File: config.mk
export PLATFORM = sky130hd
export DESIGN_NAME = dpllrc_top
export DESIGN_NICKNAME = d
export VERILOG_FILES = /design/src/core/dpllrc_pkg.sv /design/src/core/dpllrc_act_mon.sv /design/src/core/dpllrc_ref_sel.sv /design/src/core/dpllrc_top.sv
export VERILOG_INCLUDE_DIRS = /design/src /design/src/core
export SDC_FILE = /design/constraint.sdc
export NUM_CORES = 1
export LEC_CHECK = 0
export ABC_AREA = 1
export BUFFER_PORTS_ARGS = -buffer_cell sky130_fd_sc_hd__buf_2
export CORE_ASPECT_RATIO = 1.5
export CORE_MARGIN = 2
export CORE_UTILIZATION = 60
export DETAILED_ROUTE_END_ITERATION = 12
export PLACE_DENSITY = 0.79
export RECOVER_POWER = 100
export SLEW_MARGIN = 20
export SYNTH_ARGS = -nofsm -noshare
export SYNTH_HDL_FRONTEND = slang
export SYNTH_SLANG_ARGS = --single-unit
File: constraint.sdc
create_clock -name clk -period 9.71 [get_ports clk]
set_input_delay 0.971 -clock clk [delete_from_list [all_inputs] [get_ports clk]]
set_output_delay 0.971 -clock clk [all_outputs]
set_load 0.03 [all_outputs]
File: src/core/dpllrc_map.svh
// Register offsets, field positions, reset values and timing counts
`ifndef DPLLRC_MAP_SVH
`define DPLLRC_MAP_SVH
`define DPLLRC_ADDR_W 11
`define DPLLRC_OFS_CR1 11'h071
`define DPLLRC_OFS_CR2 11'h072
`define DPLLRC_OFS_CR3 11'h073
`define DPLLRC_OFS_CR4 11'h074
`define DPLLRC_OFS_CR5 11'h075
`define DPLLRC_OFS_CR6 11'h076
`define DPLLRC_OFS_STAT 11'h07E
`define DPLLRC_OFS_AUX 11'h205
`define DPLLRC_RST_CR1 8'h00
`define DPLLRC_RST_CR2 8'h00
`define DPLLRC_RST_CR3 8'h6F
`define DPLLRC_RST_CR4 8'h6D
`define DPLLRC_RST_CR5 8'h70
`define DPLLRC_RST_CR6 8'hE0
`define DPLLRC_RST_AUX 8'h00
`define DPLLRC_B_PINSW 7
`define DPLLRC_B_ULTRA_FAST_SWITCH 6
`define DPLLRC_B_REVERTIVE_ENABLE 5
`define DPLLRC_B_WIDE 4
`define DPLLRC_B_HOLDOVER_HISTORY_CLEAR 3
`define DPLLRC_B_NO_ACTIVITY_LOCK_LOSS 7
`define DPLLRC_B_FREQ_LIMIT_LOCK_LOSS 6
`define DPLLRC_B_AUTO_BANDWIDTH_SEL 7
`define DPLLRC_B_AUXHO 0
`define DPLLRC_BW_MAX 5'h14
`define DPLLRC_DAMP_MIN 3'h1
`define DPLLRC_DAMP_MAX 3'h5
`define DPLLRC_CLK_MHZ 200
`define DPLLRC_LOCK_TIME_US 100
`define DPLLRC_LOCK_CYC (`DPLLRC_LOCK_TIME_US * `DPLLRC_CLK_MHZ)
`define DPLLRC_MINI_HOLDOVER_MODE_SEL_TIME_US 10
`define DPLLRC_MINI_HOLDOVER_MODE_SEL_CYC (`DPLLRC_MINI_HOLDOVER_MODE_SEL_TIME_US * `DPLLRC_CLK_MHZ)
`define DPLLRC_REF_PERIOD_CYC 16'h0010
`define DPLLRC_NOACT_PERIODS 2
`define DPLLRC_UF_MISS 3
`define DPLLRC_SLOW_MISS 8
`endif

File: src/core/dpllrc_pkg.sv
// Types shared by the loop control block
package dpllrc_pkg;
   typedef enum logic [1:0] {SEL_NONE, SEL_ONE, SEL_TWO} dpllrc_ref_e;
   typedef enum {ST_FREE, ST_HOLD, ST_LOCKED, ST_PRE2, ST_PRE, ST_LOSS, ST_MINI} dpllrc_state_e;
   typedef struct packed {
      logic active;
      logic valid;
   } dpllrc_mon_s;
   typedef struct packed {
      logic [1:0] force_code;
      logic revertive_enable;
      logic pin_switch_mode;
      logic select_pin;
      logic loop_enable;
   } dpllrc_selcfg_s;
endpackage

File: src/core/dpllrc_act_mon.sv
// Activity and validity monitor for one input reference clock
`timescale 1ns/1ps
`include "dpllrc_map.svh"
`default_nettype none
module dpllrc_act_mon (
   input wire logic clk,
   input wire logic sys_rst,
   input wire logic ref_clk_in,
   input wire logic freq_ok,
   input wire logic ultra_fast_switch,
   output dpllrc_pkg::dpllrc_mon_s mon
);
   import dpllrc_pkg::*;

   function automatic logic [15:0] periods(input logic [3:0] n);
      periods = 16'(`DPLLRC_REF_PERIOD_CYC * n);
   endfunction

   logic prev_reg, prev_next;
   logic seen_reg, seen_next;
   logic [15:0] gap_reg, gap_next;
   dpllrc_mon_s mon_reg, mon_next;
   logic edge_hit;
   logic [15:0] miss_lim;

   always_comb
   begin
      edge_hit = ref_clk_in && !prev_reg;
      prev_next = ref_clk_in;
      seen_next = seen_reg || edge_hit;
      gap_next = edge_hit ? 16'h0000 : ((gap_reg == 16'hFFFF) ? gap_reg : gap_reg + 16'h0001);
      miss_lim = ultra_fast_switch ? periods(4'(`DPLLRC_UF_MISS)) : periods(4'(`DPLLRC_SLOW_MISS));
      mon_next.active = seen_next && (gap_next < periods(4'(`DPLLRC_NOACT_PERIODS)));
      mon_next.valid = seen_next && freq_ok && (gap_next < miss_lim);
   end

   always_ff @(posedge clk or posedge sys_rst)
   begin
      if (sys_rst)
      begin
         prev_reg <= 1'b0;
         seen_reg <= 1'b0;
         gap_reg <= 16'h0000;
         mon_reg <= '0;
      end
      else
      begin
         prev_reg <= prev_next;
         seen_reg <= seen_next;
         gap_reg <= gap_next;
         mon_reg <= mon_next;
      end
   end

   assign mon = mon_reg;
endmodule
`default_nettype wire

File: src/core/dpllrc_ref_sel.sv
// Reference selection and priority table
`timescale 1ns/1ps
`include "dpllrc_map.svh"
`default_nettype none
module dpllrc_ref_sel (
   input wire logic clk,
   input wire logic sys_rst,
   input wire dpllrc_pkg::dpllrc_selcfg_s cfg,
   input wire logic [1:0] ref_valid,
   output dpllrc_pkg::dpllrc_ref_e selected_reference,
   output dpllrc_pkg::dpllrc_ref_e top_priority_ref
);
   import dpllrc_pkg::*;

   function automatic logic is_valid(input dpllrc_ref_e r, input logic [1:0] v);
      is_valid = (r == SEL_ONE) ? v[0] : ((r == SEL_TWO) ? v[1] : 1'b0);
   endfunction

   dpllrc_ref_e sel_reg, sel_next, top_reg, top_next;
   dpllrc_ref_e first, second, forced, best;
   logic cur_ok;

   always_comb
   begin
      forced = SEL_NONE;
      if (cfg.force_code == 2'h1)
         forced = SEL_ONE;
      else if (cfg.force_code == 2'h2)
         forced = SEL_TWO;
      first = (forced == SEL_TWO) ? SEL_TWO : SEL_ONE;
      second = (first == SEL_ONE) ? SEL_TWO : SEL_ONE;
      best = is_valid(first, ref_valid) ? first : (is_valid(second, ref_valid) ? second : SEL_NONE);
      cur_ok = is_valid(sel_reg, ref_valid);
      sel_next = sel_reg;
      top_next = (forced != SEL_NONE) ? forced : ((best != SEL_NONE) ? best : top_reg);
      if (!cfg.loop_enable)
      begin
         sel_next = SEL_NONE;
         top_next = SEL_ONE;
      end
      else if (cfg.pin_switch_mode)
      begin
         sel_next = cfg.select_pin ? SEL_ONE : SEL_TWO;
         top_next = sel_next;
      end
      else if (forced != SEL_NONE)
      begin
         if (cfg.revertive_enable || !cur_ok)
            sel_next = forced;
      end
      else if (cfg.revertive_enable)
      begin
         if (best != SEL_NONE)
            sel_next = best;
      end
      else if (!cur_ok && best != SEL_NONE)
         sel_next = best;
   end

   always_ff @(posedge clk or posedge sys_rst)
   begin
      if (sys_rst)
      begin
         sel_reg <= SEL_NONE;
         top_reg <= SEL_ONE;
      end
      else
      begin
         sel_reg <= sel_next;
         top_reg <= top_next;
      end
   end

   assign selected_reference = sel_reg;
   assign top_priority_ref = top_reg;
endmodule
`default_nettype wire

File: src/core/dpllrc_top.sv
// Loop reference and state control with its configuration registers
`timescale 1ns/1ps
`include "dpllrc_map.svh"
`default_nettype none
module dpllrc_top #(
   parameter int unsigned LOCK_CYC = `DPLLRC_LOCK_CYC,
   parameter int unsigned MINI_HOLDOVER_MODE_SEL_CYC = `DPLLRC_MINI_HOLDOVER_MODE_SEL_CYC
) (
   input wire logic clk,
   input wire logic sys_rst,
   input wire logic reg_wr,
   input wire logic reg_rd,
   input wire logic [`DPLLRC_ADDR_W-1:0] reg_addr,
   input wire logic [7:0] reg_wdata,
   output logic [7:0] reg_rdata,
   input wire logic master_clock_present,
   input wire logic loop_global_enable,
   input wire logic pin_switch_strap,
   input wire logic select_pin,
   input wire logic input_clock_one,
   input wire logic input_clock_two,
   input wire logic [1:0] ref_freq_ok,
   input wire logic freq_over_limit,
   input wire logic fast_avg_done,
   input wire logic slow_avg_done,
   output dpllrc_pkg::dpllrc_ref_e selected_reference,
   output dpllrc_pkg::dpllrc_ref_e top_priority_ref,
   output logic [2:0] loop_state_code,
   output logic [4:0] active_bandwidth,
   output logic [2:0] active_damping,
   output logic wide_tracking_range,
   output logic [1:0] holdover_src,
   output logic holdover_history_clear,
   output logic fast_holdover_ready,
   output logic slow_holdover_ready,
   output logic full_phase_lock
);
   import dpllrc_pkg::*;

   function automatic logic [2:0] state_code(input dpllrc_state_e s);
      case (s)
         ST_FREE: state_code = 3'h1;
         ST_HOLD: state_code = 3'h2;
         ST_MINI: state_code = 3'h2;
         ST_LOCKED: state_code = 3'h4;
         ST_PRE2: state_code = 3'h5;
         ST_PRE: state_code = 3'h6;
         ST_LOSS: state_code = 3'h7;
         default: state_code = 3'h1;
      endcase
   endfunction

   function automatic logic [4:0] bw_clip(input logic [4:0] code, input logic [4:0] dflt);
      bw_clip = (code > `DPLLRC_BW_MAX) ? dflt : code;
   endfunction

   function automatic logic [2:0] damp_clip(input logic [2:0] code);
      damp_clip = (code < `DPLLRC_DAMP_MIN || code > `DPLLRC_DAMP_MAX) ? 3'h3 : code;
   endfunction

   // Configuration registers
   logic [7:0] cr1_reg, cr1_next, cr2_reg, cr2_next, cr3_reg, cr3_next;
   logic [7:0] cr4_reg, cr4_next, cr5_reg, cr5_next, cr6_reg, cr6_next;
   logic [7:0] aux_reg, aux_next, rdata_reg, rdata_next, stat_byte;
   logic strap_done_reg, strap_done_next;
   logic acc_ok;

   always_comb
   begin
      acc_ok = master_clock_present;
      cr1_next = cr1_reg;
      cr2_next = cr2_reg;
      cr3_next = cr3_reg;
      cr4_next = cr4_reg;
      cr5_next = cr5_reg;
      cr6_next = cr6_reg;
      aux_next = aux_reg;
      strap_done_next = 1'b1;
      if (!strap_done_reg)
         cr1_next[`DPLLRC_B_PINSW] = pin_switch_strap;
      if (reg_wr && acc_ok)
      begin
         case (reg_addr)
            `DPLLRC_OFS_CR1: cr1_next = reg_wdata;
            `DPLLRC_OFS_CR2: cr2_next = reg_wdata;
            `DPLLRC_OFS_CR3: cr3_next = reg_wdata;
            `DPLLRC_OFS_CR4: cr4_next = reg_wdata;
            `DPLLRC_OFS_CR5: cr5_next = reg_wdata;
            `DPLLRC_OFS_CR6: cr6_next = reg_wdata;
            `DPLLRC_OFS_AUX: aux_next = reg_wdata;
            default: cr1_next = cr1_next;
         endcase
      end
      rdata_next = 8'h00;
      if (reg_rd && acc_ok)
      begin
         case (reg_addr)
            `DPLLRC_OFS_CR1: rdata_next = cr1_reg;
            `DPLLRC_OFS_CR2: rdata_next = cr2_reg;
            `DPLLRC_OFS_CR3: rdata_next = cr3_reg;
            `DPLLRC_OFS_CR4: rdata_next = cr4_reg;
            `DPLLRC_OFS_CR5: rdata_next = cr5_reg;
            `DPLLRC_OFS_CR6: rdata_next = cr6_reg;
            `DPLLRC_OFS_AUX: rdata_next = aux_reg;
            `DPLLRC_OFS_STAT: rdata_next = stat_byte;
            default: rdata_next = 8'h00;
         endcase
      end
   end

   always_ff @(posedge clk or posedge sys_rst)
   begin
      if (sys_rst)
      begin
         cr1_reg <= `DPLLRC_RST_CR1;
         cr2_reg <= `DPLLRC_RST_CR2;
         cr3_reg <= `DPLLRC_RST_CR3;
         cr4_reg <= `DPLLRC_RST_CR4;
         cr5_reg <= `DPLLRC_RST_CR5;
         cr6_reg <= `DPLLRC_RST_CR6;
         aux_reg <= `DPLLRC_RST_AUX;
         rdata_reg <= 8'h00;
         strap_done_reg <= 1'b0;
      end
      else
      begin
         cr1_reg <= cr1_next;
         cr2_reg <= cr2_next;
         cr3_reg <= cr3_next;
         cr4_reg <= cr4_next;
         cr5_reg <= cr5_next;
         cr6_reg <= cr6_next;
         aux_reg <= aux_next;
         rdata_reg <= rdata_next;
         strap_done_reg <= strap_done_next;
      end
   end

   // Input monitors and selection
   dpllrc_mon_s mon_one, mon_two;
   dpllrc_selcfg_s sel_cfg;
   dpllrc_ref_e sel_ref;
   logic uf_en;

   assign uf_en = loop_global_enable && cr1_reg[`DPLLRC_B_ULTRA_FAST_SWITCH];

   dpllrc_act_mon u_mon_one (
      .clk(clk),
      .sys_rst(sys_rst),
      .ref_clk_in(input_clock_one),
      .freq_ok(ref_freq_ok[0]),
      .ultra_fast_switch(uf_en),
      .mon(mon_one)
   );

   dpllrc_act_mon u_mon_two (
      .clk(clk),
      .sys_rst(sys_rst),
      .ref_clk_in(input_clock_two),
      .freq_ok(ref_freq_ok[1]),
      .ultra_fast_switch(uf_en),
      .mon(mon_two)
   );

   always_comb
   begin
      sel_cfg.force_code = (cr1_reg[3:2] == 2'h0) ? cr1_reg[1:0] : 2'h0;
      sel_cfg.revertive_enable = cr1_reg[`DPLLRC_B_REVERTIVE_ENABLE];
      sel_cfg.pin_switch_mode = cr1_reg[`DPLLRC_B_PINSW];
      sel_cfg.select_pin = select_pin;
      sel_cfg.loop_enable = loop_global_enable;
   end

   dpllrc_ref_sel u_sel (
      .clk(clk),
      .sys_rst(sys_rst),
      .cfg(sel_cfg),
      .ref_valid({mon_two.valid, mon_one.valid}),
      .selected_reference(sel_ref),
      .top_priority_ref(top_priority_ref)
   );
   assign selected_reference = sel_ref;

   // Loop state machine
   dpllrc_state_e st_reg, st_next;
   logic [31:0] tmr_reg, tmr_next;
   logic sel_act, ref_ok, lol_evt;

   always_comb
   begin
      sel_act = (sel_ref == SEL_ONE) ? mon_one.active : ((sel_ref == SEL_TWO) ? mon_two.active : 1'b0);
      ref_ok = (sel_ref == SEL_ONE) ? mon_one.valid : ((sel_ref == SEL_TWO) ? mon_two.valid : 1'b0);
      if (cr1_reg[`DPLLRC_B_PINSW])
         ref_ok = sel_act;
      lol_evt = (cr5_reg[`DPLLRC_B_NO_ACTIVITY_LOCK_LOSS] && !sel_act)
         || (cr5_reg[`DPLLRC_B_FREQ_LIMIT_LOCK_LOSS] && freq_over_limit);
      st_next = st_reg;
      case (st_reg)
         ST_FREE: if (ref_ok) st_next = ST_PRE;
         ST_PRE, ST_PRE2:
            if (!ref_ok)
               st_next = ST_MINI;
            else if (lol_evt)
               st_next = ST_LOSS;
            else if (tmr_reg >= LOCK_CYC)
               st_next = ST_LOCKED;
         ST_LOCKED:
            if (!ref_ok)
               st_next = ST_MINI;
            else if (lol_evt)
               st_next = ST_LOSS;
         ST_MINI:
            if (ref_ok)
               st_next = ST_PRE2;
            else if (tmr_reg >= MINI_HOLDOVER_MODE_SEL_CYC)
               st_next = ST_HOLD;
         ST_HOLD: if (ref_ok) st_next = ST_PRE2;
         ST_LOSS:
            if (!ref_ok)
               st_next = ST_MINI;
            else if (!lol_evt)
               st_next = ST_PRE;
         default: st_next = ST_FREE;
      endcase
      case (cr2_reg[2:0])
         3'h1: st_next = ST_FREE;
         3'h2: st_next = ST_HOLD;
         3'h4: st_next = ST_LOCKED;
         3'h5: st_next = ST_PRE2;
         3'h6: st_next = ST_PRE;
         3'h7: st_next = ST_LOSS;
         default: st_next = st_next;
      endcase
      if (!loop_global_enable)
         st_next = ST_FREE;
      tmr_next = (st_next != st_reg) ? 32'h0 : ((tmr_reg == 32'hFFFFFFFF) ? tmr_reg : tmr_reg + 32'h1);
   end

   always_ff @(posedge clk or posedge sys_rst)
   begin
      if (sys_rst)
      begin
         st_reg <= ST_FREE;
         tmr_reg <= 32'h0;
      end
      else
      begin
         st_reg <= st_next;
         tmr_reg <= tmr_next;
      end
   end

   // Loop control outputs
   logic [2:0] code_reg, code_next, damp_reg, damp_next;
   logic [4:0] bw_reg, bw_next;
   logic [1:0] hsrc_reg, hsrc_next;
   logic wide_reg, wide_next, holdover_history_clear_prev_reg, holdover_history_clear_prev_next, clr_reg, clr_next;
   logic frdy_reg, frdy_next, srdy_reg, srdy_next, full_reg, full_next;
   logic use_lock;

   always_comb
   begin
      use_lock = (st_reg == ST_LOCKED) || !cr6_reg[`DPLLRC_B_AUTO_BANDWIDTH_SEL];
      bw_next = use_lock ? bw_clip(cr4_reg[4:0], 5'h0D) : bw_clip(cr3_reg[4:0], 5'h0F);
      damp_next = use_lock ? damp_clip(cr4_reg[7:5]) : damp_clip(cr3_reg[7:5]);
      if (use_lock)
         bw_next = bw_clip(cr4_reg[4:0], 5'h0D);
      wide_next = cr1_reg[`DPLLRC_B_WIDE];
      hsrc_next = 2'h0;
      if (aux_reg[`DPLLRC_B_AUXHO])
         hsrc_next = (st_reg == ST_MINI) ? cr2_reg[5:4] : cr2_reg[7:6];
      holdover_history_clear_prev_next = cr2_reg[`DPLLRC_B_HOLDOVER_HISTORY_CLEAR];
      clr_next = cr2_reg[`DPLLRC_B_HOLDOVER_HISTORY_CLEAR] && !holdover_history_clear_prev_reg;
      frdy_next = fast_avg_done ? 1'b1 : (clr_next ? 1'b0 : frdy_reg);
      srdy_next = slow_avg_done ? 1'b1 : (clr_next ? 1'b0 : srdy_reg);
      full_next = (st_reg == ST_LOSS);
      code_next = (cr2_reg[2:0] != 3'h0) ? cr2_reg[2:0] : state_code(st_reg);
      if (!loop_global_enable)
      begin
         code_next = 3'h1;
         bw_next = 5'h0D;
         damp_next = 3'h3;
         wide_next = 1'b0;
         hsrc_next = 2'h0;
         clr_next = 1'b0;
      end
   end

   always_ff @(posedge clk or posedge sys_rst)
   begin
      if (sys_rst)
      begin
         code_reg <= 3'h1;
         bw_reg <= 5'h0D;
         damp_reg <= 3'h3;
         hsrc_reg <= 2'h0;
         wide_reg <= 1'b0;
         holdover_history_clear_prev_reg <= 1'b0;
         clr_reg <= 1'b0;
         frdy_reg <= 1'b0;
         srdy_reg <= 1'b0;
         full_reg <= 1'b0;
      end
      else
      begin
         code_reg <= code_next;
         bw_reg <= bw_next;
         damp_reg <= damp_next;
         hsrc_reg <= hsrc_next;
         wide_reg <= wide_next;
         holdover_history_clear_prev_reg <= holdover_history_clear_prev_next;
         clr_reg <= clr_next;
         frdy_reg <= frdy_next;
         srdy_reg <= srdy_next;
         full_reg <= full_next;
      end
   end

   assign stat_byte = {frdy_reg, srdy_reg, sel_ref, full_reg, code_reg};
   assign reg_rdata = rdata_reg;
   assign loop_state_code = code_reg;
   assign active_bandwidth = bw_reg;
   assign active_damping = damp_reg;
   assign wide_tracking_range = wide_reg;
   assign holdover_src = hsrc_reg;
   assign holdover_history_clear = clr_reg;
   assign fast_holdover_ready = frdy_reg;
   assign slow_holdover_ready = srdy_reg;
   assign full_phase_lock = full_reg;
endmodule
`default_nettype wire

==> impl_metrics.py, run 1 <==
metrics = {
    "drt": {
        "wl_per_cell_um": 15.19,
        "vias": 8166,
        "post-route-drc-count": 0,
        "routed_via_density": 5.462,
        "drt_iter0_drc": 498,
        "drtPass1Iterations": 5,
        "antenna_left": 0,
        "drt_wl_total_mm": 22.70,
    },
    "floorplan": {
        "die_w_um": 107.7,
        "die_h_um": 159.5,
        "io_pins": 64,
        "dieArea_um2": 17180,
        "coreArea_um2": 15700,
        "rows": 56,
        "initial_utilization": 0.6165,
    },
    "worst_setup_path": {
        "crit_arrival_ns": 4.96,
        "cp_slowest_cell": "clkinvlp_2",
        "worst-path-buf-inv": 3,
        "critPathMaxStageDelay_ns": 2.67,
        "worstPathRequired_ns": 10.13,
        "path_max_fanout": 113,
        "path_cells": "buf_2, clkinvlp_2, buf_4",
        "cp_top_family": "buffers and inverters",
        "startpoint_type": "primary input",
        "end_kind": "asynchronous set/reset pin",
        "reg2reg_slack_ns": 6.04,
        "path_class": "primary input to asynchronous set/reset pin",
    },
    "sta": {
        "tightest_slew_ns": 4.817,
        "finalHoldViolCount": 0,
        "fin_crit_ns": 4.537,
        "finalCritPeriodShare": 0.4672,
        "finalSetupViolations": 0,
        "fmax_ghz": 0.2204,
        "holdWs_ns": 0.4253,
        "report.final.slew_viol_count": 156,
        "setup_tns_ns": 0,
        "fin_skew_ns": 0.007779,
        "slew_headroom": -2.229,
        "rsz0062_at_grt": "false",
    },
    "global_route": {
        "grt_pass1_wl_mm": 37.40,
        "grt.overflow.total": 0,
        "grt_pass1_vias": 8073,
        "antenna_found_initial": 1,
        "grt_usage": 0.2736,
        "grt_max_degree": 114,
    },
    "layout": {
        "final_cell_mix": "nand2_1, dfrtp_1, inv_1",
        "final_util": 0.6858,
        "multi_input_area_um2": 4222,
        "area_growth_pct": 11.24,
        "fin_area_um2": 10760,
        "nNetsFinal": 1324,
        "drive_gt1_frac": 0.1076,
        "antenna_cells": 0,
        "fillers": 1343,
        "final_common_cell": "nand2_1",
        "area.sequential_um2": 4835,
    },
    "cts": {
        "clockBufferDepth": 2,
        "clk_latency_ns": 0.44,
        "cts.repair.resized": 0,
        "cts_sinks": 192,
        "cts_tree": "built",
        "hold_buffers": 0,
        "postCtsSetupBuffers": 0,
        "cts_root_buf": "clkbuf_16",
        "cts_buffers": 17,
        "h-tree-depth": 4,
        "cts.reportedPaths.clkPinSlew_ns": 0.07,
    },
    "placed_design": {
        "hpwl_mm": 16.56,
        "placed_area_um2": 10280,
        "port_buffers": 63,
        "place_congestion": 0.9363,
    },
    "outcome": {
        "outcome": "finished with violations",
        "violations": "max-capacitance violations, max-slew violations",
    },
    "synthesis": {
        "synth_top_area_frac": 0.4344,
        "synth-edff-count": 0,
        "synth_flop_cell": "dfrtp_1",
        "async_flop_share": 1.000,
        "ys_types": 50,
        "ys_ff_latch": 192,
        "synth_cells": 1183,
        "ys_warn_count": 0,
        "ys_seq_area_frac": 0.4996,
        "syn_area_um2": 9677,
        "yosys.area.top_type": "dfrtp_1",
        "synth.avg_cell_area_um2": 8.180,
        "synthTopCellsByArea": "dfrtp_1, nand2_1, dfstp_2",
    },
    "run": {
        "cap_violations": 3,
    },
    "hold_path": {
        "hold_class": "flip-flop to flip-flop",
    },
    "power_and_ir_drop": {
        "leakagePower_nw": 4.991,
        "power.density_nw_per_um2": 151.7,
        "ir_drop_mv": 0.1328,
    },
}
cells by family after synthesis:
logic type	share of synthesized area
flip-flops	0.4996
other	0.0007761
adder cells (fa/ha/maj)	0.01422
AO/OA/AOI/OAI	0.1187
AND/OR/NAND/NOR	0.2697
XOR/XNOR	0.02625
multiplexers	0.001034
buffers and inverters	0.06969
layout make-up:
cell class	instances	share of cell area
multi-input cells	846	0.3922
flip-flops and latches	192	0.4491
clock inverters	14	0.01383
well taps	203	0.02360
clock buffers	18	0.03987
inverters	158	0.05521
repair buffers	64	0.02615
cells in the mapped netlist, drive strengths merged (17+ instances only):
cell type	n
a21oi	44
dfrtp	168
dfstp	24
inv	158
nand2	257
nand3	85
nand4	18
nor2	173
nor3	26
o21ai	102
o22ai	17
xor2	18
per-stage QoR:
step | worst slack (ns) | instances | power (mW)
final | 5.173 | 1495 | 1.633
after global placement | 6.564 | 1463 | 0.9550
after global routing | 4.250 | 1495 | 1.687
after CTS | 6.769 | 1495 | 1.643
after detailed placement | 6.479 | 1463 | 0.9592
after floorplan | 3.552 | 1211 | 0.9231
layer usage:
layer	vias to the layer above	part of all wire	global-route usage
met2	224	0.53	0.4828
li1	4006	-	-
met5	-	0	0
met1	3884	0.40	0.3317
met3	52	0.045	0.04462
met4	0	0.027	0.1031
final timing paths:
path / startpoint / endpoint / cells after the start
setup / recovery: sys_rst / reg_rdata[2]$_DFF_PP0_ / 3
hold / removal: cr2_reg[3]$_DFFE_PP0P_ / holdover_history_clear_prev_reg$_DFF_PP0_ / 0
setup reg to reg: tmr_reg[16]$_DFFE_PP0P_ / tmr_reg[29]$_DFFE_PP0P_ / 17
hold reg to reg: cr2_reg[3]$_DFFE_PP0P_ / holdover_history_clear_prev_reg$_DFF_PP0_ / 0
max in group clk: loop_global_enable / tmr_reg[29]$_DFFE_PP0P_ / 9
min in group asynchronous: sys_rst / st_reg[23]$_DFF_PP0_ / 2
worst register-to-register path, cell delays in order, from the launching register on:
cell     delay (ns)
dfrtp_1        0.43
nor2_1         0.18
nand2_1        0.08
nor2_1         0.13
nand2_1        0.12
nor2_1         0.25
nand3_1        0.11
nand2_1        0.07
nand2_1        0.05
nor2_1         0.08
nand3_1        0.09
nand2_1        0.10
nand2_1        0.05
nand2_1        0.06
inv_1          0.04
nor2_1         0.16
nand2_1        1.08
a21oi_1        0.49
power breakdown:
part	leakage (nW)	internal [mW]	switching, mW	total, mW
combinational	2.28	0.0288	0.0694	0.0983
sequential	2.43	0.825	0.0197	0.845
clock	0.287	0.364	0.326	0.690
No activity file was read; power rests on OpenSTA's default activity.
==> inputs of run 2 (changes only) <==
- CORE_UTILIZATION: 60 -> 55
- PLACE_DENSITY: 0.79 -> 0.76
- clock period: 9.71 -> 3.8 ns (I/O delays scaled with it)
==> impl_metrics.py, run 2 (synthesis gave the netlist of run 1 again) <==
metrics = {
    "floorplan": {
        "die_w_um": 112.3,
        "dieArea_um2": 18690,
        "initial_utilization": 0.5602,
        "rows": 59,
        "die_h_um": 166.5,
        "coreArea_um2": 17270,
        "io_pins": 64,
    },
    "placed_design": {
        "place_congestion": 0.9225,
        "port_buffers": 63,
        "place_ws_ns": 1.213,
        "post-place-cells": 1477,
        "hpwl_mm": 16.40,
    },
    "cts": {
        "cts_buffers": 17,
        "hold_buffers": 0,
        "clk_latency_ns": 0.44,
        "cts_sinks": 192,
        "postCtsSetupBuffers": 0,
        "cts_tree": "built",
        "clockBufferDepth": 2,
        "cts.reportedPaths.clkPinSlew_ns": 0.07,
        "cts_root_buf": "clkbuf_16",
        "h-tree-depth": 4,
        "cts.repair.resized": 0,
    },
    "sta": {
        "finalCritPeriodShare": 0.7568,
        "tightest_slew_ns": 2.551,
        "rsz0062_at_grt": "false",
        "finalSetupViolations": 0,
        "holdWs_ns": 0.05866,
        "finalHoldViolCount": 0,
        "setup_tns_ns": 0,
        "fmax_ghz": 0.3477,
        "fin_crit_ns": 2.876,
        "fin_ws_ns": 0.9241,
        "report.final.slew_viol_count": 204,
        "fin_skew_ns": 0.01102,
        "slew_headroom": -0.7007,
    },
    "drt": {
        "wl_per_cell_um": 14.95,
        "antenna_left": 0,
        "vias": 8235,
        "drt_iter0_drc": 480,
        "post-route-drc-count": 0,
        "drtPass1Iterations": 5,
        "routed_via_density": 5.457,
        "drt_wl_total_mm": 22.56,
    },
    "worst_setup_path": {
        "path_class": "flip-flop to flip-flop",
        "startpoint_type": "flip-flop",
        "reg2regPathDepth": 16,
        "cp_slowest_cell": "nor2_1",
        "worstSetupPathDepth": 16,
        "cp_top_family": "simple AND/OR/NAND/NOR gates",
        "cp_common_cell": "nand2_1",
        "worstPathRequired_ns": 4.15,
        "crit_arrival_ns": 3.23,
        "path_max_fanout": 30,
        "critPathMaxStageDelay_ns": 0.43,
        "end_kind": "flip-flop",
        "worst-path-buf-inv": 3,
        "path_cells": "nor2_1, nand2_1, nor2_1, inv_1, nor3_1, o21ai_0, nand2_1, inv_1, nand3_1, nand2_1, nand2_1, nand2_2, nor2_1, nand2_2, buf_4, a21oi_1",
    },
    "layout": {
        "fillers": 1568,
        "stdcell_count": 1509,
        "area.sequential_um2": 4835,
        "area_growth_pct": 10.99,
        "final_common_cell": "nand2_1",
        "multi_input_area_um2": 4133,
        "antenna_cells": 0,
        "drive_gt1_frac": 0.09414,
        "final_cell_mix": "nand2_1, dfrtp_1, nor2_1",
        "nNetsFinal": 1328,
    },
    "global_route": {
        "grt_pass1_wl_mm": 37.58,
        "grt_max_degree": 193,
        "grt_usage": 0.2492,
        "antenna_found_initial": 0,
        "grt.overflow.total": 0,
        "grt_pass1_vias": 8097,
    },
    "run": {
        "cap_violations": 2,
    },
    "hold_path": {
        "hold_class": "primary input to flip-flop",
        "holdPathStages": 1,
    },
    "power_and_ir_drop": {
        "leakagePower_nw": 5.003,
        "power.density_nw_per_um2": 396.3,
        "ir_drop_mv": 0.2952,
    },
    "outcome": {
        "outcome": "finished with violations",
        "violations": "max-capacitance violations, max-slew violations",
    },
}
==> run 2: changes by cell type in the layout (fill, tap and decap cells not counted), sizes merged <==
cell	previous run	this run
bufinv	1	3
clkbuf	51	54
clkinvlp	1	3
inv	164	161
==> run 2: stage by stage <==
step	utilization	area (µm²)	total power, mW
finish	0.6218	10740	4.256
global route	0.6218	10740	4.408
CTS	0.6336	10950	4.301
detailed placement	0.5984	10340	2.450
global placement	0.5984	10340	2.444
floorplan	-	9786	2.360
==> run 2: where the power goes <==
group	internal (mW)	total, mW	switching, mW
Sequential	2.11	2.16	0.0492
Clock	1.04	1.85	0.805
Combinational	0.0742	0.249	0.175
Total	3.23	4.26	1.03
==> run 2: area by class of cell <==
cell class,count,share of cell area
repair buffers,68,0.02819
well taps,213,0.02481
flip-flops and latches,192,0.4501
inverters,158,0.05534
multi-input cells,846,0.3848
clock buffers,17,0.03961
clock inverters,15,0.01712
==> run 2: worst paths after layout <==
| path | start | end | slack [ns] |
|---|---|---|---|
| setup / recovery | st_reg[11]$_DFF_PP0_ | tmr_reg[8]$_DFFE_PP0P_ | 0.92 |
| hold / removal | input_clock_two | u_mon_two.prev_reg$_DFF_PP0_ | 0.06 |
| setup reg to reg | st_reg[11]$_DFF_PP0_ | tmr_reg[8]$_DFFE_PP0P_ | 0.92 |
| hold reg to reg | cr2_reg[3]$_DFFE_PP0P_ | holdover_history_clear_prev_reg$_DFF_PP0_ | 0.42 |
| max in group asynchronous | sys_rst | st_reg[2]$_DFF_PP0_ | 1.30 |
| min in group asynchronous | sys_rst | active_bandwidth[4]$_DFF_PP0_ | 0.89 |
==> run 2: routing by layer <==
| layer | vias to the layer above | global-route usage | share of wire |
|---|---|---|---|
| met3 | 67 | 0.04258 | 0.047 |
| met2 | 240 | 0.4366 | 0.52 |
| met5 | - | 0 | 0 |
| met1 | 3904 | 0.2998 | 0.39 |
| li1 | 4024 | - | - |
| met4 | 0 | 0.1103 | 0.036 |
